==> config.mk <==
export PLATFORM = sky130hd
export DESIGN_NAME = cfm_monitor
export DESIGN_NICKNAME = d
export VERILOG_FILES = /design/src/cfm_pkg.sv /design/src/cfm_monitor.sv
export SDC_FILE = /design/constraint.sdc
export NUM_CORES = 1
export LEC_CHECK = 0
export ABC_AREA = 1
export BUFFER_PORTS_ARGS = -buffer_cell sky130_fd_sc_hd__buf_4
export CORE_ASPECT_RATIO = 1.25
export CORE_MARGIN = 1.5
export CORE_UTILIZATION = 58
export CTS_BUF_LIST = sky130_fd_sc_hd__clkbuf_16
export CTS_CLUSTER_DIAMETER = 100
export DETAILED_ROUTE_END_ITERATION = 6
export PLACE_DENSITY = 0.8
export SLEW_MARGIN = 25
export SYNTH_ARGS = -nofsm -noshare
export SYNTH_HDL_FRONTEND = slang
export SYNTH_SLANG_ARGS = --single-unit
==> constraint.sdc <==
create_clock -name clk -period 11.2 [get_ports clk]
set_input_delay 0.56 -clock clk [delete_from_list [all_inputs] [get_ports clk]]
set_output_delay 0.56 -clock clk [all_outputs]
set_load 0.005 [all_outputs]
==> src/cfm_pkg.sv <==
package cfm_pkg;
    // ----------------------------------------------------------------
    // Register layout
    // ----------------------------------------------------------------
    localparam logic [7:0] CFM_PTC_RST = 8'h08;
    localparam logic [7:0] CFM_CLR_RST = 8'h1b;
    localparam logic [7:0] CFM_PTC_IMPL_MASK = 8'h3f;
    localparam int CFM_PTC_PGH_BIT = 5;
    localparam int CFM_PTC_PGL_BIT = 4;
    localparam int CFM_CLR_TCE_BIT = 4;
    localparam logic [3:0] CFM_CL_MAX = 4'hb;
    // Status bit positions, active low
    localparam int CFM_ST_OV_BIT = 0;
    localparam int CFM_ST_OC_BIT = 1;
    localparam int CFM_ST_PG_BIT = 2;
    localparam int CFM_ST_TW_BIT = 3;
    // ----------------------------------------------------------------
    // Thresholds, percent of setpoint and tenths of a degree
    // ----------------------------------------------------------------
    localparam logic [7:0] CFM_PGH_LO_PCT = 8'h69;
    localparam logic [7:0] CFM_PGH_HI_PCT = 8'h6e;
    localparam logic [7:0] CFM_PGL_LO_PCT = 8'h5a;
    localparam logic [7:0] CFM_PGL_HI_PCT = 8'h5f;
    localparam logic [7:0] CFM_OV_110_PCT = 8'h6e;
    localparam logic [7:0] CFM_OV_120_PCT = 8'h78;
    localparam logic [7:0] CFM_OV_130_PCT = 8'h82;
    localparam logic [7:0] CFM_CL_BASE_PCT = 8'h25;
    localparam logic [7:0] CFM_CL_STEP_PCT = 8'h0a;
    localparam logic [11:0] CFM_TW_SET_DC = 12'h4b0;
    localparam logic [11:0] CFM_TW_CLR_DC = 12'h492;
    localparam logic [11:0] CFM_ROOM_DC = 12'h0fa;
    // ----------------------------------------------------------------
    // Timing
    // ----------------------------------------------------------------
    localparam int CFM_CLK_MHZ = 100;
    localparam int CFM_MS_CYCLES = CFM_CLK_MHZ * 1000;
    localparam int CFM_PG_DLY_MAX_MS = 150;

    typedef enum logic [1:0] {
        CFM_PG_OFF = 2'b00,
        CFM_PG_WAIT = 2'b01,
        CFM_PG_WATCH = 2'b11
    } cfm_pg_state_t;

    typedef struct packed {
        logic hs_on;
        logic ls_on;
        logic fault_off;
    } cfm_sw_t;
endpackage : cfm_pkg

==> src/cfm_monitor.sv <==
`timescale 1ns/1ps
`default_nettype none
module cfm_monitor
    import cfm_pkg::*;
#(
    parameter int PG_DELAY_UNIT_CYCLES = CFM_MS_CYCLES,
    parameter int TC_PCT_PER_DEG = 4
) (
    input wire logic clk,
    input wire logic rst_n,
    input wire logic ptc_wr,
    input wire logic [7:0] ptc_wdata,
    input wire logic clr_wr,
    input wire logic [7:0] clr_wdata,
    input wire logic pwm_active,
    input wire logic [7:0] pg_delay_ms,
    input wire logic pg_off_at_ramp,
    input wire logic [2:0] fall_rate_sel,
    input wire logic [2:0] rise_rate_sel,
    input wire logic [15:0] vout_target,
    input wire logic [15:0] vout_meas,
    input wire logic [15:0] vout_prebias,
    input wire logic [15:0] iout_meas,
    input wire logic [15:0] iout_full,
    input wire logic [11:0] temp_dc,
    input wire logic steady_state,
    input wire logic turn_off_cmd,
    input wire logic ramp_down,
    input wire logic fault_ext,
    input wire logic power_good_in,
    output logic [7:0] ptc_rdata,
    output logic [7:0] clr_rdata,
    output logic [3:0] status_register,
    output logic power_good_oe,
    output logic power_good_out,
    output logic hs_on,
    output logic ls_on,
    output logic conv_off,
    output logic [2:0] fall_rate_q,
    output logic [2:0] rise_rate_q
);
    // ----------------------------------------------------------------
    // Configuration registers
    // ----------------------------------------------------------------
    logic [7:0] ptc_q;
    logic [7:0] clr_q;
    logic [3:0] cl_in;
    assign cl_in = (clr_wdata[3:0] > CFM_CL_MAX) ? CFM_CL_MAX : clr_wdata[3:0];

    always_ff @(posedge clk) begin
        if (!rst_n) begin
            ptc_q <= CFM_PTC_RST;
        end else if (ptc_wr && !pwm_active) begin
            ptc_q <= ptc_wdata & CFM_PTC_IMPL_MASK;
        end
    end

    always_ff @(posedge clk) begin
        if (!rst_n) begin
            clr_q <= CFM_CLR_RST;
        end else if (clr_wr) begin
            clr_q <= {clr_wdata[7:4], cl_in};
        end
    end

    always_ff @(posedge clk) begin
        if (!rst_n) begin
            ptc_rdata <= CFM_PTC_RST;
            clr_rdata <= CFM_CLR_RST;
        end else begin
            ptc_rdata <= ptc_q & CFM_PTC_IMPL_MASK;
            clr_rdata <= clr_q;
        end
    end

    // Ramp rates held separately for rise and fall
    always_ff @(posedge clk) begin
        if (!rst_n) begin
            fall_rate_q <= 3'h0;
            rise_rate_q <= 3'h0;
        end else begin
            fall_rate_q <= fall_rate_sel;
            rise_rate_q <= rise_rate_sel;
        end
    end

    // ----------------------------------------------------------------
    // Thresholds from setpoint
    // ----------------------------------------------------------------
    logic [7:0] pgh_pct;
    logic [7:0] pgl_pct;
    logic [7:0] ov_pct;
    logic [23:0] vm_x100;
    logic [23:0] pgh_lvl;
    logic [23:0] pgl_lvl;
    logic [23:0] ov_lvl;
    logic in_window;
    logic ov_hit;

    assign pgh_pct = ptc_q[CFM_PTC_PGH_BIT] ? CFM_PGH_LO_PCT : CFM_PGH_HI_PCT;
    assign pgl_pct = ptc_q[CFM_PTC_PGL_BIT] ? CFM_PGL_HI_PCT : CFM_PGL_LO_PCT;
    always_comb begin
        case (ptc_q[3:2])
            2'b00: ov_pct = CFM_OV_110_PCT;
            2'b01: ov_pct = CFM_OV_120_PCT;
            default: ov_pct = CFM_OV_130_PCT;
        endcase
    end
    assign vm_x100 = 24'(vout_meas) * 24'd100;
    assign pgh_lvl = 24'(vout_target) * 24'(pgh_pct);
    assign pgl_lvl = 24'(vout_target) * 24'(pgl_pct);
    assign ov_lvl = 24'(vout_target) * 24'(ov_pct);
    assign in_window = (vm_x100 <= pgh_lvl) && (vm_x100 >= pgl_lvl);
    assign ov_hit = (vout_meas > vout_prebias) && (vm_x100 > ov_lvl);

    // ----------------------------------------------------------------
    // Thermal warning with hysteresis
    // ----------------------------------------------------------------
    logic tw_q;
    always_ff @(posedge clk) begin
        if (!rst_n) begin
            tw_q <= 1'b0;
        end else if (temp_dc > CFM_TW_SET_DC) begin
            tw_q <= 1'b1;
        end else if (temp_dc < CFM_TW_CLR_DC) begin
            tw_q <= 1'b0;
        end
    end

    // ----------------------------------------------------------------
    // Power-good supervision
    // ----------------------------------------------------------------
    cfm_pg_state_t pg_q;
    logic [31:0] dly_cnt_q;
    logic [7:0] dly_ms_q;
    logic pg_warn;
    logic pg_drive_low;
    logic off_low_now;
    logic oc_q;
    logic ov_q;
    logic fault_q;

    assign off_low_now = pg_off_at_ramp ? ramp_down : turn_off_cmd;

    always_ff @(posedge clk) begin
        if (!rst_n) begin
            pg_q <= CFM_PG_OFF;
            dly_cnt_q <= 32'h0;
            dly_ms_q <= 8'h0;
        end else begin
            case (pg_q)
                CFM_PG_OFF: begin
                    dly_cnt_q <= 32'h0;
                    dly_ms_q <= 8'h0;
                    if (steady_state && !off_low_now) begin
                        pg_q <= CFM_PG_WAIT;
                    end
                end
                CFM_PG_WAIT: begin
                    if (off_low_now || !steady_state) begin
                        pg_q <= CFM_PG_OFF;
                    end else if (dly_ms_q >= pg_delay_ms || dly_ms_q >= 8'(CFM_PG_DLY_MAX_MS)) begin
                        pg_q <= CFM_PG_WATCH;
                    end else if (dly_cnt_q == 32'(PG_DELAY_UNIT_CYCLES - 1)) begin
                        dly_cnt_q <= 32'h0;
                        dly_ms_q <= dly_ms_q + 8'h1;
                    end else begin
                        dly_cnt_q <= dly_cnt_q + 32'h1;
                    end
                end
                CFM_PG_WATCH: begin
                    if (off_low_now || fault_q) begin
                        pg_q <= CFM_PG_OFF;
                    end
                end
                default: pg_q <= CFM_PG_OFF;
            endcase
        end
    end

    assign pg_warn = (pg_q == CFM_PG_WATCH) && (!in_window || !power_good_in);
    assign pg_drive_low = (pg_q != CFM_PG_WATCH) || !in_window || off_low_now;

    always_ff @(posedge clk) begin
        if (!rst_n) begin
            power_good_oe <= 1'b1;
            power_good_out <= 1'b0;
        end else begin
            power_good_oe <= pg_drive_low;
            power_good_out <= 1'b0;
        end
    end

    // ----------------------------------------------------------------
    // Overcurrent limit with temperature compensation
    // ----------------------------------------------------------------
    logic [7:0] cl_pct;
    logic [15:0] tc_add_pct;
    logic [31:0] oc_lvl;
    logic [31:0] io_x100;
    logic oc_hit;
    logic [11:0] dt_dc;

    assign cl_pct = 8'(CFM_CL_BASE_PCT + CFM_CL_STEP_PCT * 8'(clr_q[3:0]));
    assign dt_dc = (temp_dc > CFM_ROOM_DC) ? (temp_dc - CFM_ROOM_DC) : 12'h0;
    assign tc_add_pct = clr_q[CFM_CLR_TCE_BIT]
        ? 16'((32'(dt_dc) * 32'(TC_PCT_PER_DEG)) / 32'd1000) : 16'h0;
    assign oc_lvl = 32'(iout_full) * (32'(cl_pct) + 32'(tc_add_pct));
    assign io_x100 = 32'(iout_meas) * 32'd100;
    assign oc_hit = (vout_meas > vout_prebias) && (io_x100 >= oc_lvl);

    // ----------------------------------------------------------------
    // Faults, switches and status
    // ----------------------------------------------------------------
    assign fault_q = oc_q || ov_q;

    always_ff @(posedge clk) begin
        if (!rst_n) begin
            oc_q <= 1'b0;
            ov_q <= 1'b0;
        end else begin
            if (oc_hit) begin
                oc_q <= 1'b1;
            end else if (turn_off_cmd) begin
                oc_q <= 1'b0;
            end
            if (ov_hit) begin
                ov_q <= 1'b1;
            end else if (turn_off_cmd) begin
                ov_q <= 1'b0;
            end
        end
    end

    always_ff @(posedge clk) begin
        if (!rst_n) begin
            hs_on <= 1'b0;
            ls_on <= 1'b0;
            conv_off <= 1'b1;
        end else if (ov_hit || ov_q) begin
            hs_on <= 1'b0;
            ls_on <= 1'b1;
            conv_off <= 1'b1;
        end else if (oc_hit || oc_q || fault_ext) begin
            hs_on <= 1'b0;
            ls_on <= 1'b0;
            conv_off <= 1'b1;
        end else begin
            hs_on <= pwm_active;
            ls_on <= pwm_active;
            conv_off <= turn_off_cmd;
        end
    end

    always_ff @(posedge clk) begin
        if (!rst_n) begin
            status_register <= 4'hf;
        end else begin
            status_register[CFM_ST_OV_BIT] <= !(ov_q || ov_hit);
            status_register[CFM_ST_OC_BIT] <= !(oc_q || oc_hit);
            status_register[CFM_ST_PG_BIT] <= !pg_warn;
            status_register[CFM_ST_TW_BIT] <= !tw_q;
        end
    end
endmodule : cfm_monitor
`default_nettype wire

; ---- Word level (Yosys, flattened, before mapping)
; Cells that the tools add are included.
[op_classes]
n_addsub = 5
mul = 7
n_div = 1
magnitude_cmp = 11
eq_ne = 11
n_mux = 27
bitwise = 1
reduce_logical = 36
[ops]
columns = op, n
row1 = 32-bit two-way mux, 3
row2 = 32-bit case mux with 2 select lines, 1
row3 = 16-bit by 7-bit multiplier with 23-bit output, 2
row4 = 16-bit by 5-bit multiplier with 21-bit output (second input constant), 2
row5 = 32-bit by 1-bit adder with 32-bit output (second input constant), 1
row6 = 14-bit by 10-bit divider with 32-bit output (second input constant), 1
row7 = 32-bit by 17-bit equality test with 1-bit output (second input constant), 1
row8 = 23-bit by 32-bit greater-or-equal comparator with 1-bit output, 1
row9 = 16-bit by 17-bit multiplier with 32-bit output, 1
row10 = 8-bit case mux with 2 select lines, 2
row11 = 23-bit by 24-bit greater-than comparator with 1-bit output, 1
row12 = 16-bit by 8-bit multiplier with 24-bit output, 1
row13 = 8-bit two-way mux, 3
row14 = 23-bit greater-or-equal comparator, 1
row15 = 23-bit <= comparator, 1
row16 = 8-bit by 16-bit adder with 17-bit output, 1
row17 = 16-bit greater-than comparator, 1
row18 = 16-bit two-way mux, 1
row19 = 12-bit by 11-bit greater-than comparator with 1-bit output (second input constant), 1
row20 = 12-bit by 8-bit greater-than comparator with 1-bit output (second input constant), 1
row21 = 12-bit by 11-bit < comparator with 1-bit output (second input constant), 1
row22 = 12-bit two-way mux, 1
row23 = 2-bit != test (second input constant), 6
row24 = 12-bit by 8-bit subtractor with 12-bit output (second input constant), 1
row25 = 24 further kinds, 63
[word_totals]
register_bits = 89
in_bits = 133
out_inout_bits = 31
elab_cells = 117

; ---- Depth between registers and ports, before layout
[logic_depth]
ltp_word = 12
depth_mapped = 80
ltp_nobuf = 79

; ---- Worst setup path after synthesis
; OpenSTA, ideal clock, no wires.
[synth_timing]
path_type = input to register
from = input port temp_dc[1]
to = register ls_on
setup_time_ns = 0.116
arrival_time_ns = 11.237
required_time_ns = 11.084
slack_ns = -0.153
path_stages = 72
path_buffers = 1
path_cell_list = inv_1 -> ha_1 -> inv_2 -> nand2_1 -> nor2_2 -> nand2_1 -> nand2_1 -> nand2_1 -> nor2_8 -> nand2_2 -> nor2_4 -> nand2_1 -> inv_1 -> ha_1 -> o21ai_2 -> nand3_4 -> nand2_1 -> nand4_2 -> (+36 left out) -> a21oi_1 -> o21bai_1 -> a21o_1 -> a21oi_1 -> o21ai_0 -> nand2_1 -> nand2_1 -> nand2_1 -> o21ai_0 -> o311ai_0 -> a21oi_1 -> nand3_1 -> nor3_1 -> nand2_1 -> nand2_1 -> nand2_1 -> nand4_1 -> nand2_1
[synth_between]
elab_chain_len = 12
elab_cells_between_ends = 13
cone_classes = add/sub: 2 / mul: 1 / div: 1 / order compare: 2 / mux: 4 / reduce/logical: 3
[synth_rtl]
columns = element, line
row1 = from (decl), cfm_monitor.sv:25  ; input wire logic [11:0] temp_dc,
row2 = 12-bit by 8-bit subtractor with 12-bit output / 12-bit by 8-bit greater-than comparator with 1-bit output (equally long branches), cfm_monitor.sv:205  ; assign dt_dc = (temp_dc > CFM_ROOM_DC) ? (temp_dc - CFM_ROOM_DC) : 12'h0;
row3 = 12-bit two-way mux *, cfm_monitor.sv:205
row4 = 14-bit by 10-bit divider with 32-bit output *, cfm_monitor.sv:207  ; ? 16'((32'(dt_dc) * 32'(TC_PCT_PER_DEG)) / 32'd1000) : 16'h0;
row5 = 16-bit two-way mux *, cfm_monitor.sv:207
row6 = 8-bit by 16-bit adder with 17-bit output *, cfm_monitor.sv:208  ; assign oc_lvl = 32'(iout_full) * (32'(cl_pct) + 32'(tc_add_pct));
row7 = 16-bit by 17-bit multiplier with 32-bit output *, cfm_monitor.sv:208
row8 = 23-bit by 32-bit greater-or-equal comparator with 1-bit output *, cfm_monitor.sv:210  ; assign oc_hit = (vout_meas > vout_prebias) && (io_x100 >= oc_lvl);
row9 = 1-bit logical AND *, cfm_monitor.sv:210
row10 = 1-bit logical OR * (2 in a row), cfm_monitor.sv:244  ; end else if (oc_hit || oc_q || fault_ext) begin
row11 = 1-bit two-way mux *, n/a
row12 = 1-bit two-way mux *, cfm_monitor.sv:240  ; end else if (ov_hit || ov_q) begin
row13 = to (signal assigned), cfm_monitor.sv:250  ; ls_on <= pwm_active;
row14 = to (decl), cfm_monitor.sv:37  ; output logic ls_on,
; Mark *: on every way between the ends. The rest lies on a longest branch, timed or not.
; A chain may end at the register's enable or synchronous reset.

; ---- Worst setup path after layout
[layout_timing]
from = input port temp_dc[1]
to = register status_register[1]
[layout_between]
elab_chain_len = 10
elab_cells_between_ends = 11
cone_classes = add/sub: 2 / mul: 1 / div: 1 / order compare: 2 / mux: 2 / reduce/logical: 3
[layout_rtl]
columns = element, line
row1 = 12-bit by 8-bit subtractor with 12-bit output / 12-bit by 8-bit greater-than comparator with 1-bit output (equally long branches), cfm_monitor.sv:205
row2 = 12-bit two-way mux *, cfm_monitor.sv:205
row3 = 14-bit by 10-bit divider with 32-bit output *, cfm_monitor.sv:207
row4 = 16-bit two-way mux *, cfm_monitor.sv:207
row5 = 8-bit by 16-bit adder with 17-bit output *, cfm_monitor.sv:208
row6 = 16-bit by 17-bit multiplier with 32-bit output *, cfm_monitor.sv:208
row7 = 23-bit by 32-bit greater-or-equal comparator with 1-bit output *, cfm_monitor.sv:210
row8 = 1-bit logical AND *, cfm_monitor.sv:210
row9 = 1-bit logical OR *, cfm_monitor.sv:260  ; status_register[CFM_ST_OC_BIT] <= !(oc_q || oc_hit);
row10 = 1-bit zero test *, cfm_monitor.sv:260
row11 = "to (signal, indexed assignment)", cfm_monitor.sv:260
row12 = "to (signal, indexed assignment)", cfm_monitor.sv:261  ; status_register[CFM_ST_PG_BIT] <= !pg_warn;
row13 = "to (signal, indexed assignment)", cfm_monitor.sv:262  ; status_register[CFM_ST_TW_BIT] <= !tw_q;
row14 = to (decl), cfm_monitor.sv:33  ; output logic [3:0] status_register,
; Marks and branches as above.

==> metrics.md <==
| Metric | Value |
|---|---|
| Via count | 20.8k |
| Final net count | 4,192 |
| Post-synthesis async set-or-reset flop share | 0% |
| Synth Cell Area | 23,800 sq um |
| Syn avg cell area | 7.96 sq um |
| DRT iter0 DRCs | 954 |
| RSZ-0062 raised after global routing | true |
| Share of layout cells above drive strength 1 | approximately 15% |
| Largest fanout on the critical path | 8 |
| Crit-path most repeated cell | nand2_1 |
| Top Ports | 164 |
| CP Data Required Time | 11.43 ns |
| Clk buf depth | 2 |
| H-tree depth | 3 |
| Max Clk Rate | 0.0899 GHz |
| Pre-CTS setup slack | -0.578 ns |
| Worst path slowest cell | fa_1 |
| EDFF count, synth | 0 |
| Clk slew on worst S/H paths | 0.08 ns |
| Most frequent cells in the layout | inv_1 (693), ha_1 (492), nand2_1 (366), buf_4 (290), fa_1 (281) |
| Register area share after synthesis | under 10% |
| Avg WL per Cell | 15.7 um |
| Worst Skew | about 0.013 ns |
| Netlist cell types | 64 |
| Met3 wire length | 2290 um |
| Placement Cell Area | 26,400 sq um |
| Die Height | about 230 um |
| Finished layout cell area | 27,500 sq um |
| Final core occ | 68.1% |
| Dominant synthesized flop cell | dfxtp_1 |
| Drt pass-1 iters | 7 |
| GPL Wtd Cong | 0.994 |
| Met2 WL | between 30,000 and 40,000 um |
| M1 wire length | 21,700 um |
| ANT cells | 0 |
| Worst rel slew slack | 37.1% |
| Hold Slack | around 0.4 ns |
| Die footprint | between 40,000 and 50,000 sq um |
| Crit path largest cell delay | 0.55 ns |
| Via density | 5.45 |
| Total wire length | 59,900 um |
| DRC Markers | 0 |
| Overflow after GRT | 0 |
| Max Cap Viol | 0 |
| Final WS setup | roughly 0.081 ns |
| Clock sink total | 87 |
| Setup CP Type | in -> reg |
| Final worst path period share | between 90 and 100% |
| Status | complete, no violations |
| Top Metal Used | met4 |
| Post-Syn Instances | 2,992 |
| Area delta synth->final | 15.4% |
| Vias in the first global route | 21.7k |
| Worst-margin pin slew | 0.943 ns |
| Total CTS buffers | 9 |
| Std cell rows | between 80 and 90 |
| Clock Tree Root | clkbuf_16 |
| Synthesized flop and latch total | 87 |
| Tightest Hold Check Type | in -> reg |
| GRT Total Usage | between 20% and 30% |
| Initial antenna violation count | 0 |
| IO buf count | ~160 |
| Pins Over Slew Limit | 0 |
| # hold bufs at CTS | 0 |
| Die Span X | between 150 and 200 um |
| HPWL Detailed | 49,500 um |
| Arr. time, crit path | between 10 and 15 ns |
| Global-route wire length before repair | 97,300 um |
| CP Launch Type | input pin |
| # fillers | 3,097 |
| Worst-skew pair later-pin latency | between 0.3 and 0.4 ns |
| YS warnings | 0 |
| DRT antenna net count | 0 |
| Largest net degree at the start of global routing | 39 |
| TritonCTS clock tree | yes |
| Initial Utilization | 59.0% |
| CP Capture Type | flop |
| Final min period | 11.12 ns |
| Most common cell after layout, fill and taps aside | inv_1 |
| Final setup violation count | 0 |
| Core area | 40,300 sq um |
| Fin. Hold Viols | 0 |
## synth_stat cells, drive strengths merged (45+ instances only)
cell type / n / area share (%)
dfxtp: 87 / 7.3
ha: 506 / 27
xor2: 71 / 2.6
o21bai: 45 / 1.4
a21oi: 201 / 4.3
nand3: 72 / 1.8
inv: 716 / 11
o21ai: 66 / 1.5
nand2: 424 / 7.3
fa: 283 / 24
xnor2: 52 / 1.9
nor2: 253 / 4.3
## logic make-up (layout without fill, tap and decap cells)
kind of cell	after synthesis	in the layout	synth area share [%]
AOI/OAI and AO/OA	375	375	9.26
DFF	87	87	7.32
and+or+nand+nor	858	859	16.4
adders and majority gates	789	789	50.4
buffers and inverters	759	1037	12.1
other	1	5	0.0158
xor gates and xnor gates	123	123	4.53
## final timing paths
| check | startpoint | endpoint | slack [ns] | cells past startpoint |
|---|---|---|---|---|
| max | temp_dc[1] | status_register[1] | 0.08 | 72 |
| min reg2reg | ptc_q[0] | ptc_rdata[0] | 0.42 | 2 |
| min | fall_rate_sel[0] | fall_rate_q[0] | 0.40 | 3 |
| max reg2reg | clr_q[0] | status_register[1] | 2.33 | 45 |
## metal layers
layer  up-vias  track usage [%]
met2       580             54.9
met3       222             2.27
li1      10000                -
met4         0             14.6
met1     10000             29.8
met5         -                0
## final cells by class
cell class	count	area, sq um	share of cell area [%]
clock buffers	9	225	0.820
clock inverters	7	75.1	0.273
inverters	722	2740	9.97
multi-input cells	2151	19700	71.8
flip-flops and latches	87	1740	6.34
well taps	546	683	2.49
repair buffers	299	2290	8.32
## worst max-delay path: cells and delay by family
family	cells	cell delay [ns]
adders and majority gates	10	3.75
buffers and inverters	11	0.95
and+or+nand+nor	36	3.85
AOI/OAI and AO/OA	15	2.21
## per-stage QoR
step                std cells  setup TNS (ns)
global route             3821           -2.46
finish                   3821               0
global placement         3775          -0.798
floorplan                2996               0
detailed placement       3775           -2.69
CTS                      3800               0
## timing repair
| item | 4_1_cts | 5_1_grt |
|---|---|---|
| pin swaps | 18 | 100 |
| gates resized for setup | 30 | 107 |
| setup buffers | 8 | 21 |
| cloned | 1 | 0 |
| endpoints found under the setup margin | 5 | 5 |
## flip-flops by register name, indices dropped and copies added, names as in the netlist
name / count
dly_cnt_q: 32
clr_q: 8
clr_rdata: 8
dly_ms_q: 8
ptc_q: 6
ptc_rdata: 6
status_register: 4
fall_rate_q: 3
rise_rate_q: 3
pg_q: 2
conv_off: 1
hs_on: 1
ls_on: 1
oc_q: 1
ov_q: 1
power_good_oe: 1
tw_q: 1
Power is left out: the tool's default activity adds up to more than one toggle a clock period on the data nets, which glitch-free logic cannot reach.
